[src/rtl/tcp_consts.vh]
`ifndef TCP_CONSTS_VH
`define TCP_CONSTS_VH

// register byte offsets
`define TCP_OFF_CMP1_HI   8'h00
`define TCP_OFF_CMP1_LO   8'h04
`define TCP_OFF_CMP2_HI   8'h08
`define TCP_OFF_CMP2_LO   8'h0C
`define TCP_OFF_CTRL_A    8'h10
`define TCP_OFF_CTRL_B    8'h14
`define TCP_OFF_CTRL_C    8'h18
`define TCP_OFF_STATUS    8'h1C
`define TCP_OFF_COUNT     8'h20
`define TCP_OFF_CAPT      8'h24

// timer_control_a fields
`define TCP_CA_LVL1       0
`define TCP_CA_LVL2       1
`define TCP_CA_FRC1       2
`define TCP_CA_FRC2       3
`define TCP_CA_EDGE1      4
`define TCP_CA_CMP_IE     5
`define TCP_CA_CAP_IE     6
`define TCP_CA_OVF_IE     7

// timer_control_b fields
`define TCP_CB_PEN1       0
`define TCP_CB_PEN2       1
`define TCP_CB_OPM        2
`define TCP_CB_PWM        3
`define TCP_CB_PSC_LO     4
`define TCP_CB_PSC_HI     5

// timer_control_c fields
`define TCP_CC_CAP_SRC    0
`define TCP_CC_CMP_SRC    1
`define TCP_CC_OVF_SRC    2
`define TCP_CC_GLB        3

// timer_status_reg fields
`define TCP_ST_CMP1       0
`define TCP_ST_CMP2       1
`define TCP_ST_CAP        2
`define TCP_ST_OVF        3

// reset values and counter constants
`define TCP_CMP_RST       16'h8000
`define TCP_CNT_RELOAD    16'hFFFC
`define TCP_CNT_TOP       16'hFFFF
`define TCP_CTRL_RST      8'h00

// prescaler terminal counts (divide by 2, 4, 8)
`define TCP_DIV2_MAX      3'h1
`define TCP_DIV4_MAX      3'h3
`define TCP_DIV8_MAX      3'h7

// bus responses
`define TCP_RESP_OKAY     2'h0
`define TCP_RESP_SLVERR   2'h2

`endif

[src/rtl/tcp_count.v]
`timescale 1ns/1ns
`include "tcp_consts.vh"

module tcp_count (
  input  wire        aclk,
  input  wire        aresetn,
  input  wire [1:0]  prescale_select,
  input  wire        reload,
  output wire        tick,
  output reg  [15:0] count_r
);

  reg [2:0] div_r;
  reg [2:0] div_max;

  always @* begin
    case (prescale_select)
      2'h0:    div_max = `TCP_DIV2_MAX;
      2'h1:    div_max = `TCP_DIV4_MAX;
      default: div_max = `TCP_DIV8_MAX;
    endcase
  end

  assign tick = (div_r >= div_max);

  always @(posedge aclk) begin
    if (!aresetn) begin
      div_r   <= 3'h0;
      count_r <= `TCP_CNT_RELOAD;
    end else begin
      if (tick) begin
        div_r <= 3'h0;
      end else begin
        div_r <= div_r + 3'h1;
      end
      if (reload) begin
        count_r <= `TCP_CNT_RELOAD;
      end else if (tick) begin
        count_r <= count_r + 16'h0001;
      end
    end
  end

endmodule // tcp_count

[src/rtl/tcp_top.v]
// Contract
// - each timer tick, compare both 16-bit compare values to counter; match sets flag
// - reset loads both compare values with 8000h; only software changes them
// - pin enable bit gives the compare pin to the compare function
// - enabled match drives programmed level; pin latch low from reset until match
// - compare request needs irq enable and source select or global select
// - status read with flag set, then low byte access, clears flag
// - high byte write blocks matches until low byte is written
// - pin enable clear: pin stays general, interrupt still possible
// - force bit with pin enabled copies level bit straight to pin
// - forced compare sets no flag and requests no interrupt
// - single pulse: capture edge reloads FFFCh, drives level two on pin one
// - single pulse: compare one match drives level one on pin one
// - single pulse: compare flag one never set; flag two still works
// - single pulse: capture flag still set, interrupt when capture enabled
// - pwm and single pulse both set means pwm only
// - pwm: match one drives level one, match two level two, pin one
// - pwm: compare two match reloads counter with FFFCh
// - pwm: no compare flags set; capture interrupts remain
// - global select clear gives three request lines; set gives one
// - compare resolution is one counter count at prescaled clock
// - prescaler divides internal clock by 2, 4 or 8
//
// The implementer's own choices: register access over AXI4-Lite and the placing of the registers.
`timescale 1ns/1ns
`include "tcp_consts.vh"

module tcp_top (
  input  wire        aclk,
  input  wire        aresetn,
  input  wire [7:0]  s_axi_awaddr,
  input  wire        s_axi_awvalid,
  output wire        s_axi_awready,
  input  wire [31:0] s_axi_wdata,
  input  wire [3:0]  s_axi_wstrb,
  input  wire        s_axi_wvalid,
  output wire        s_axi_wready,
  output wire [1:0]  s_axi_bresp,
  output wire        s_axi_bvalid,
  input  wire        s_axi_bready,
  input  wire [7:0]  s_axi_araddr,
  input  wire        s_axi_arvalid,
  output wire        s_axi_arready,
  output wire [31:0] s_axi_rdata,
  output wire [1:0]  s_axi_rresp,
  output wire        s_axi_rvalid,
  input  wire        s_axi_rready,
  input  wire        capture_input_one,
  output wire        compare_output_pin_one,
  output wire        compare_output_pin_one_oe_n,
  output wire        compare_output_pin_two,
  output wire        compare_output_pin_two_oe_n,
  output wire        irq_capture,
  output wire        irq_compare,
  output wire        irq_overflow,
  output wire        irq_global
);

  ////////////////////////////////////////////////////////////////////////////
  // declarations

  reg         awready_r;
  reg         wready_r;
  reg         bvalid_r;
  reg  [1:0]  bresp_r;
  reg         arready_r;
  reg         rvalid_r;
  reg  [1:0]  rresp_r;
  reg  [31:0] rdata_r;
  reg         aw_full_r;
  reg         w_full_r;
  reg  [7:0]  aw_addr_r;
  reg  [7:0]  w_data_r;
  reg         w_lane_r;

  reg  [15:0] cmp_r [0:1];
  reg  [1:0]  inh_r;
  reg  [7:0]  ctrl_a_r;
  reg  [7:0]  ctrl_b_r;
  reg  [7:0]  ctrl_c_r;
  reg  [3:0]  flag_r;
  reg  [3:0]  arm_r;
  reg  [15:0] capt_r;

  reg         cap_s1_r;
  reg         cap_s2_r;
  reg         cap_s3_r;
  reg         cap_lvl_r;

  reg         pin1_r;
  reg         pin2_r;
  reg         pin1_oe_n_r;
  reg         pin2_oe_n_r;
  reg         irq_cap_r;
  reg         irq_cmp_r;
  reg         irq_ovf_r;
  reg         irq_glb_r;

  reg         pin1_nxt;
  reg         pin2_nxt;
  reg  [31:0] rd_nxt;
  reg         rd_ok;
  reg         wr_ok;

  wire        tick;
  wire [15:0] count;
  wire        reload;
  wire        aw_take;
  wire        w_take;
  wire        ar_take;
  wire        wr_go;
  wire        wr_en;
  wire [1:0]  wr_hi;
  wire [1:0]  wr_lo;
  wire [1:0]  rd_lo;
  wire [1:0]  match;
  wire [3:0]  acc;
  wire [3:0]  flag_set;
  wire [3:0]  flag_clr;
  wire        st_rd;
  wire        cap_edge;
  wire        pwm;
  wire        single_pulse_select;
  wire        glb;
  wire        pend_cap;
  wire        pend_cmp;
  wire        pend_ovf;

  ////////////////////////////////////////////////////////////////////////////
  // counter and prescaler

  tcp_count u_count (
    .aclk            (aclk),
    .aresetn         (aresetn),
    .prescale_select (ctrl_b_r[`TCP_CB_PSC_HI:`TCP_CB_PSC_LO]),
    .reload          (reload),
    .tick            (tick),
    .count_r         (count)
  );

  ////////////////////////////////////////////////////////////////////////////
  // bus write channel

  assign aw_take = s_axi_awvalid & awready_r;
  assign w_take  = s_axi_wvalid & wready_r;
  assign wr_go   = aw_full_r & w_full_r & ~bvalid_r;
  assign wr_en   = wr_go & wr_ok & w_lane_r;

  always @* begin
    case (aw_addr_r)
      `TCP_OFF_CMP1_HI, `TCP_OFF_CMP1_LO, `TCP_OFF_CMP2_HI, `TCP_OFF_CMP2_LO,
      `TCP_OFF_CTRL_A, `TCP_OFF_CTRL_B, `TCP_OFF_CTRL_C, `TCP_OFF_COUNT,
      `TCP_OFF_STATUS, `TCP_OFF_CAPT: wr_ok = 1'b1;
      default:                        wr_ok = 1'b0;
    endcase
  end

  always @(posedge aclk) begin
    if (!aresetn) begin
      awready_r <= 1'b0;
      wready_r  <= 1'b0;
      aw_full_r <= 1'b0;
      w_full_r  <= 1'b0;
      aw_addr_r <= 8'h00;
      w_data_r  <= 8'h00;
      w_lane_r  <= 1'b0;
      bvalid_r  <= 1'b0;
      bresp_r   <= `TCP_RESP_OKAY;
    end else begin
      if (aw_take) begin
        aw_full_r <= 1'b1;
        aw_addr_r <= s_axi_awaddr;
        awready_r <= 1'b0;
      end else if (wr_go) begin
        aw_full_r <= 1'b0;
        awready_r <= 1'b1;
      end else begin
        awready_r <= ~aw_full_r;
      end
      if (w_take) begin
        w_full_r <= 1'b1;
        w_data_r <= s_axi_wdata[7:0];
        w_lane_r <= s_axi_wstrb[0];
        wready_r <= 1'b0;
      end else if (wr_go) begin
        w_full_r <= 1'b0;
        wready_r <= 1'b1;
      end else begin
        wready_r <= ~w_full_r;
      end
      if (wr_go) begin
        bvalid_r <= 1'b1;
        bresp_r  <= wr_ok ? `TCP_RESP_OKAY : `TCP_RESP_SLVERR;
      end else if (s_axi_bready) begin
        bvalid_r <= 1'b0;
      end
    end
  end

  ////////////////////////////////////////////////////////////////////////////
  // bus read channel

  assign ar_take = s_axi_arvalid & arready_r;

  always @* begin
    rd_nxt = 32'h0000_0000;
    rd_ok  = 1'b1;
    case (s_axi_araddr)
      `TCP_OFF_CMP1_HI: rd_nxt[7:0]  = cmp_r[0][15:8];
      `TCP_OFF_CMP1_LO: rd_nxt[7:0]  = cmp_r[0][7:0];
      `TCP_OFF_CMP2_HI: rd_nxt[7:0]  = cmp_r[1][15:8];
      `TCP_OFF_CMP2_LO: rd_nxt[7:0]  = cmp_r[1][7:0];
      `TCP_OFF_CTRL_A:  rd_nxt[7:0]  = ctrl_a_r;
      `TCP_OFF_CTRL_B:  rd_nxt[7:0]  = ctrl_b_r;
      `TCP_OFF_CTRL_C:  rd_nxt[7:0]  = ctrl_c_r;
      `TCP_OFF_STATUS:  rd_nxt[3:0]  = flag_r;
      `TCP_OFF_COUNT:   rd_nxt[15:0] = count;
      `TCP_OFF_CAPT:    rd_nxt[15:0] = capt_r;
      default:          rd_ok        = 1'b0;
    endcase
  end

  always @(posedge aclk) begin
    if (!aresetn) begin
      arready_r <= 1'b0;
      rvalid_r  <= 1'b0;
      rresp_r   <= `TCP_RESP_OKAY;
      rdata_r   <= 32'h0000_0000;
    end else begin
      if (ar_take) begin
        arready_r <= 1'b0;
        rvalid_r  <= 1'b1;
        rdata_r   <= rd_nxt;
        rresp_r   <= rd_ok ? `TCP_RESP_OKAY : `TCP_RESP_SLVERR;
      end else if (!rvalid_r || s_axi_rready) begin
        arready_r <= 1'b1;
        rvalid_r  <= 1'b0;
      end
    end
  end

  ////////////////////////////////////////////////////////////////////////////
  // access strobes

  assign wr_hi = {wr_en & (aw_addr_r == `TCP_OFF_CMP2_HI),
                  wr_en & (aw_addr_r == `TCP_OFF_CMP1_HI)};
  assign wr_lo = {wr_en & (aw_addr_r == `TCP_OFF_CMP2_LO),
                  wr_en & (aw_addr_r == `TCP_OFF_CMP1_LO)};
  assign rd_lo = {ar_take & (s_axi_araddr == `TCP_OFF_CMP2_LO),
                  ar_take & (s_axi_araddr == `TCP_OFF_CMP1_LO)};
  assign st_rd = ar_take & (s_axi_araddr == `TCP_OFF_STATUS);

  assign acc[`TCP_ST_CMP1] = wr_lo[0] | rd_lo[0];
  assign acc[`TCP_ST_CMP2] = wr_lo[1] | rd_lo[1];
  assign acc[`TCP_ST_CAP]  = (ar_take & (s_axi_araddr == `TCP_OFF_CAPT)) |
                             (wr_go & (aw_addr_r == `TCP_OFF_CAPT));
  assign acc[`TCP_ST_OVF]  = (ar_take & (s_axi_araddr == `TCP_OFF_COUNT)) |
                             (wr_go & (aw_addr_r == `TCP_OFF_COUNT));

  ////////////////////////////////////////////////////////////////////////////
  // control registers

  always @(posedge aclk) begin
    if (!aresetn) begin
      ctrl_a_r <= `TCP_CTRL_RST;
      ctrl_b_r <= `TCP_CTRL_RST;
      ctrl_c_r <= `TCP_CTRL_RST;
    end else if (wr_en) begin
      case (aw_addr_r)
        `TCP_OFF_CTRL_A: ctrl_a_r <= w_data_r;
        `TCP_OFF_CTRL_B: ctrl_b_r <= w_data_r;
        `TCP_OFF_CTRL_C: ctrl_c_r <= w_data_r;
        default:         ctrl_a_r <= ctrl_a_r;
      endcase
    end
  end

  assign pwm = ctrl_b_r[`TCP_CB_PWM];
  assign single_pulse_select = ctrl_b_r[`TCP_CB_OPM] & ~pwm;
  assign glb = ctrl_c_r[`TCP_CC_GLB];

  ////////////////////////////////////////////////////////////////////////////
  // compare channels

  genvar gi;
  generate
    for (gi = 0; gi < 2; gi = gi + 1) begin : g_cmp
      always @(posedge aclk) begin
        if (!aresetn) begin
          cmp_r[gi] <= `TCP_CMP_RST;
          inh_r[gi] <= 1'b0;
        end else if (wr_hi[gi]) begin
          cmp_r[gi][15:8] <= w_data_r;
          inh_r[gi]       <= 1'b1;
        end else if (wr_lo[gi]) begin
          cmp_r[gi][7:0] <= w_data_r;
          inh_r[gi]      <= 1'b0;
        end
      end
      // checked once per counter step
      assign match[gi] = tick & ~inh_r[gi] & (count == cmp_r[gi]);
    end
  endgenerate

  ////////////////////////////////////////////////////////////////////////////
  // capture input, three-stage synchroniser

  always @(posedge aclk) begin
    if (!aresetn) begin
      cap_s1_r  <= 1'b0;
      cap_s2_r  <= 1'b0;
      cap_s3_r  <= 1'b0;
      cap_lvl_r <= 1'b0;
      capt_r    <= 16'h0000;
    end else begin
      cap_s1_r <= capture_input_one;
      cap_s2_r <= cap_s1_r;
      cap_s3_r <= cap_s2_r;
      if (cap_s2_r == cap_s3_r) begin
        cap_lvl_r <= cap_s2_r;
      end
      if (cap_edge) begin
        capt_r <= count;
      end
    end
  end

  // active edge: settled level changed toward the selected polarity
  assign cap_edge = (cap_s2_r == cap_s3_r) & (cap_s2_r != cap_lvl_r) &
                    (cap_s2_r == ctrl_a_r[`TCP_CA_EDGE1]);

  assign reload = (single_pulse_select & cap_edge) |
                  (pwm & match[1]) |
                  (wr_go & (aw_addr_r == `TCP_OFF_COUNT));

  ////////////////////////////////////////////////////////////////////////////
  // status flags, set wins over clear

  assign flag_set[`TCP_ST_CMP1] = match[0] & ~pwm & ~single_pulse_select;
  assign flag_set[`TCP_ST_CMP2] = match[1] & ~pwm;
  assign flag_set[`TCP_ST_CAP]  = cap_edge;
  assign flag_set[`TCP_ST_OVF]  = tick & (count == `TCP_CNT_TOP);
  assign flag_clr               = acc & arm_r;

  always @(posedge aclk) begin
    if (!aresetn) begin
      flag_r <= 4'h0;
      arm_r  <= 4'h0;
    end else begin
      flag_r <= flag_set | (flag_r & ~flag_clr);
      if (st_rd) begin
        arm_r <= flag_r;
      end else begin
        arm_r <= arm_r & ~acc;
      end
    end
  end

  ////////////////////////////////////////////////////////////////////////////
  // compare pins

  always @* begin
    pin1_nxt = pin1_r;
    pin2_nxt = pin2_r;
    if (ctrl_b_r[`TCP_CB_PEN1]) begin
      if (ctrl_a_r[`TCP_CA_FRC1]) begin
        pin1_nxt = ctrl_a_r[`TCP_CA_LVL1];
      end else if (pwm) begin
        if (match[1]) begin
          pin1_nxt = ctrl_a_r[`TCP_CA_LVL2];
        end else if (match[0]) begin
          pin1_nxt = ctrl_a_r[`TCP_CA_LVL1];
        end
      end else if (single_pulse_select) begin
        if (cap_edge) begin
          pin1_nxt = ctrl_a_r[`TCP_CA_LVL2];
        end else if (match[0]) begin
          pin1_nxt = ctrl_a_r[`TCP_CA_LVL1];
        end
      end else if (match[0]) begin
        pin1_nxt = ctrl_a_r[`TCP_CA_LVL1];
      end
    end
    if (ctrl_b_r[`TCP_CB_PEN2]) begin
      if (ctrl_a_r[`TCP_CA_FRC2]) begin
        pin2_nxt = ctrl_a_r[`TCP_CA_LVL2];
      end else if (match[1] & ~pwm) begin
        pin2_nxt = ctrl_a_r[`TCP_CA_LVL2];
      end
    end
  end

  always @(posedge aclk) begin
    if (!aresetn) begin
      pin1_r      <= 1'b0;
      pin2_r      <= 1'b0;
      pin1_oe_n_r <= 1'b1;
      pin2_oe_n_r <= 1'b1;
    end else begin
      pin1_r      <= pin1_nxt;
      pin2_r      <= pin2_nxt;
      pin1_oe_n_r <= ~ctrl_b_r[`TCP_CB_PEN1];
      pin2_oe_n_r <= ~ctrl_b_r[`TCP_CB_PEN2];
    end
  end

  ////////////////////////////////////////////////////////////////////////////
  // interrupt requests, pending until enables agree

  assign pend_cap = flag_r[`TCP_ST_CAP] & ctrl_a_r[`TCP_CA_CAP_IE];
  assign pend_cmp = (flag_r[`TCP_ST_CMP1] | flag_r[`TCP_ST_CMP2]) &
                    ctrl_a_r[`TCP_CA_CMP_IE];
  assign pend_ovf = flag_r[`TCP_ST_OVF] & ctrl_a_r[`TCP_CA_OVF_IE];

  always @(posedge aclk) begin
    if (!aresetn) begin
      irq_cap_r <= 1'b0;
      irq_cmp_r <= 1'b0;
      irq_ovf_r <= 1'b0;
      irq_glb_r <= 1'b0;
    end else begin
      irq_cap_r <= ~glb & ctrl_c_r[`TCP_CC_CAP_SRC] & pend_cap;
      irq_cmp_r <= ~glb & ctrl_c_r[`TCP_CC_CMP_SRC] & pend_cmp;
      irq_ovf_r <= ~glb & ctrl_c_r[`TCP_CC_OVF_SRC] & pend_ovf;
      irq_glb_r <= glb & (pend_cap | pend_cmp | pend_ovf);
    end
  end

  ////////////////////////////////////////////////////////////////////////////
  // outputs

  assign s_axi_awready               = awready_r;
  assign s_axi_wready                = wready_r;
  assign s_axi_bresp                 = bresp_r;
  assign s_axi_bvalid                = bvalid_r;
  assign s_axi_arready               = arready_r;
  assign s_axi_rdata                 = rdata_r;
  assign s_axi_rresp                 = rresp_r;
  assign s_axi_rvalid                = rvalid_r;
  assign compare_output_pin_one      = pin1_r;
  assign compare_output_pin_one_oe_n = pin1_oe_n_r;
  assign compare_output_pin_two      = pin2_r;
  assign compare_output_pin_two_oe_n = pin2_oe_n_r;
  assign irq_capture                 = irq_cap_r;
  assign irq_compare                 = irq_cmp_r;
  assign irq_overflow                = irq_ovf_r;
  assign irq_global                  = irq_glb_r;

endmodule // tcp_top

[config.mk]
export PLATFORM = sky130hd
export DESIGN_NAME = tcp_top
export DESIGN_NICKNAME = d
export VERILOG_FILES = /design/src/rtl/tcp_count.v /design/src/rtl/tcp_top.v
export VERILOG_INCLUDE_DIRS = /design/src /design/src/rtl
export SDC_FILE = /design/constraint.sdc
export NUM_CORES = 1
export LEC_CHECK = 0
export BUFFER_PORTS_ARGS = -buffer_cell sky130_fd_sc_hd__buf_2
export CAP_MARGIN = 5
export CELL_PAD_IN_SITES_DETAIL_PLACEMENT = 1
export CELL_PAD_IN_SITES_GLOBAL_PLACEMENT = 2
export CORE_ASPECT_RATIO = 1.1
export CORE_MARGIN = 2
export CORE_UTILIZATION = 39
export CTS_CLUSTER_DIAMETER = 80
export DETAILED_ROUTE_END_ITERATION = 8
export GPL_TIMING_DRIVEN = 0
export HOLD_SLACK_MARGIN = 0.03
export MAX_ROUTING_LAYER = met4
export PLACE_DENSITY_LB_ADDON = 0.2
export REMOVE_ABC_BUFFERS = 1
export SYNTH_ARGS = -nofsm -noshare
export SYNTH_HDL_FRONTEND = slang
export SYNTH_SLANG_ARGS = --single-unit
export TNS_END_PERCENT = 5
[constraint.sdc]
create_clock -name aclk -period 3.8 [get_ports aclk]
set_input_delay 0.38 -clock aclk [delete_from_list [all_inputs] [get_ports aclk]]
set_output_delay 0.38 -clock aclk [all_outputs]
set_load 0.02 [all_outputs]
==> results.yml <==
pwr:
  swShare: 0.257
  p_int_mw: 2.80
  power_leakage_nw: 2.95
  p_comb_frac: 0.099
  seqPwrFrac: 0.484
  pwr-share-clk: 0.418
  power_density_nw_per_um2: 452
  power.switching_mw: 0.969
  ir_drop_uv: 332
cells_and_area:
  multi_input_comb_area_um2: 3710
  regArea_um2: 3420
  antenna_cells: 0
  fillCellCount: 2159
  area_growth_pct: 11.7
  nNetsFinal: 854
  drive_gt1_frac: 0.164
detailed_routing:
  wl_per_cell_um: 19.8
  drt_iter0_drc: 414
  drc: 0
  viasPerCell: 5.42
  first_pass_iters: 5
  wl_um: 20700
  drtAntennaViolNets: 0
  via_count: 5673
sta:
  slew_headroom: 0.247
  period_minus_slack_ps: 3060
  fin_ws_ps: 737
  worst_pin_slew_ps: 1120
  setup_viol: 0
  drv_slew: 0
  fin_skew_ps: 8.54
  rsz0062_at_grt: "false"
  timing.fmax_mhz: 326
  tns_ps: 0
  finalCritPeriodShare: 0.806
  hold_viol_final: 0
global_routing:
  antenna_found_initial: 0
  grt_pass1_wl_um: 32800
  grtUsageTotal: 0.220
  overflow: 0
  grt_pass1_vias: 5776
  grt_max_degree: 111
synthesis:
  synth_async_sr_flop_share: 0
  synth_largest_area_cell: "dfxtp_1"
  yosysMostFrequentCell: "dfxtp_1"
  synthTopCellsByArea: "dfxtp_1, edfxtp_1, mux2i_1"
  synth_cell_types: 70
  ys_seq_area_frac: 0.459
  syn_avg_cell_area_um2: 9.87
  synth_seq_cells: 155
  synthesis.area_um2: 7460
  synth_commonest_cells: "dfxtp_1, nand2_1, mux2i_1, nor2b_1, and2_1"
  synthCells: 756
  synthFlopType: "dfxtp_1"
  synth-warning-count: 0
  synth_top_area_share: 0.330
  synth-edff-count: 32
critical_path:
  cp_slowest_cell: "and3_1"
  crit_chain: "nor2_1 -> ha_1 -> and3_1 -> or2_2 -> nand3_1 -> o31a_1 -> and3_1 -> o21ai_0"
  cp_common_cell: "and3_1"
  cpPeakStageDelay_ps: 770
  path_class: "flip-flop to flip-flop"
  endpoint_kind: "flip-flop"
  required_ps: 4060
  worstPathArrival_ps: 3320
  crit_fanout: 16
  start_kind: "flip-flop"
die:
  initial_core_util: 0.394
  die_h_um: 149
  coreArea_um2: 19000
  die-area_um2: 20300
  rows: 53
  ios: 109
  die_w_um: 136
cts:
  cts_tree: "built"
  cts_sinks: 155
  cts_hold_buf: 0
  ctsResizeCount: 0
  cts_max_level: 4
  clkTransAtPathRegs_ps: 60
  cts_buffers: 17
  clkLatencyLatePin_ps: 420
  cts.path.max_buffers: 2
  clockRootBuffer: "clkbuf_16"
  postCtsSetupRepairBufs: 0
run:
  maxCapViolations: 0
place:
  place.gp.congestion: 0.860
  place_ws_ps: 779
  hpwl_um: 15200
  io_buffers: 63
worst_hold_path:
  min_path_type: "input port to flip-flop"
status:
  status: "complete, no violations"
==> layout by cell type, fill, tap and decap left out, types with 5 or more instances in the layout <==
cell,count
a21boi_0,28
a21oi_1,5
a221oi_1,8
a22oi_1,14
and2_1,44
and3_1,10
buf_2,63
clkbuf_16,18
conb_1,18
dfxtp_1,123
edfxtp_1,32
mux2i_1,48
mux4_2,6
nand2_1,75
nand2_2,10
nand2b_1,7
nand3_1,20
nand4_1,8
nor2_1,33
nor2b_1,46
nor3_1,7
nor3b_1,10
nor4_1,6
o21a_1,5
o21ai_0,22
xnor2_1,27
xor2_1,15
==> power by group through the flow <==
| stage | Clock (mW) | Sequential [mW] | Combinational, mW |
|---|---|---|---|
| after CTS | 1.60 | 1.82 | 0.375 |
| after global routing | 1.68 | 1.83 | 0.415 |
| after global placement | 0 | 1.85 | 0.355 |
| after detailed placement | 0 | 1.86 | 0.372 |
| final | 1.57 | 1.82 | 0.372 |
| after floorplan | 0 | 1.83 | 0.236 |
==> worst max-delay path, delay by kind of cell (launching register included) <==
kind	cells	cell delay (ps)
AO/OA/AOI/OAI	2	470
flip-flops	1	440
AND/OR/NAND/NOR	5	1710
adder cells (fa/ha/maj)	1	280
==> stage by stage <==
stage,hold slack [ps],utilization,power [mW],std cells,area [um^2]
detailed placement,423,0.411,2.23,1017,7800
global route,165,0.440,3.93,1047,8340
CTS,157,0.439,3.79,1046,8330
floorplan,380,-,2.07,705,7140
finish,167,0.440,3.77,1047,8340
global placement,398,0.409,2.21,1015,7760
==> state kept, by name, summed over array words and instances, names as in the netlist, 2 cells and up <==
register	flops
inh_r	2
s_axi_rdata	16
w_data_r	8
ctrl_a_r	8
capt_r	16
cmp_r	32
flag_r	4
aw_addr_r	8
u_count.count_r	16
ctrl_c_r	8
u_count.div_r	3
arm_r	4
ctrl_b_r	8
==> final timing paths <==
path | depth (start not counted) | from | endpoint | slack [ps]
hold reg to reg | 1 | cap_s1_r | cap_s2_r | 440
setup reg to reg | 8 | ctrl_b_r[5] | u_count.count_r[11] | 740
setup / recovery | 8 | ctrl_b_r[5] | u_count.count_r[11] | 740
hold / removal | 2 | capture_input_one | cap_s1_r | 170
==> per-layer routing <==
layer / track usage / up-vias / routed length (um)
met5: - / - / 0
met4: 0.0729 / 0 / 368
met3: 0.0299 / 24 / 698
met2: 0.369 / 103 / 10500
met1: 0.276 / 2860 / 9200
li1: - / 2686 / -
==> layout make-up <==
class	instances	area share
Tap cell	247	0.0371
Timing Repair Buffer	66	0.0410
Clock buffer	23	0.0599
Clock inverter	6	0.00450
Multi-Input combinational cell	546	0.445
Sequential cell	155	0.411
Inverter	4	0.00180
==> cell families after synthesis <==
group / synth area share
and+or+nand+nor: 0.224
AOI/OAI and AO/OA: 0.111
buffers and inverters: 0.0538
muxes: 0.0870
adders and majority gates: 0.00671
xor gates and xnor gates: 0.0580
DFF: 0.459
other: 0.000502
Power figures use the tool's default switching activity.
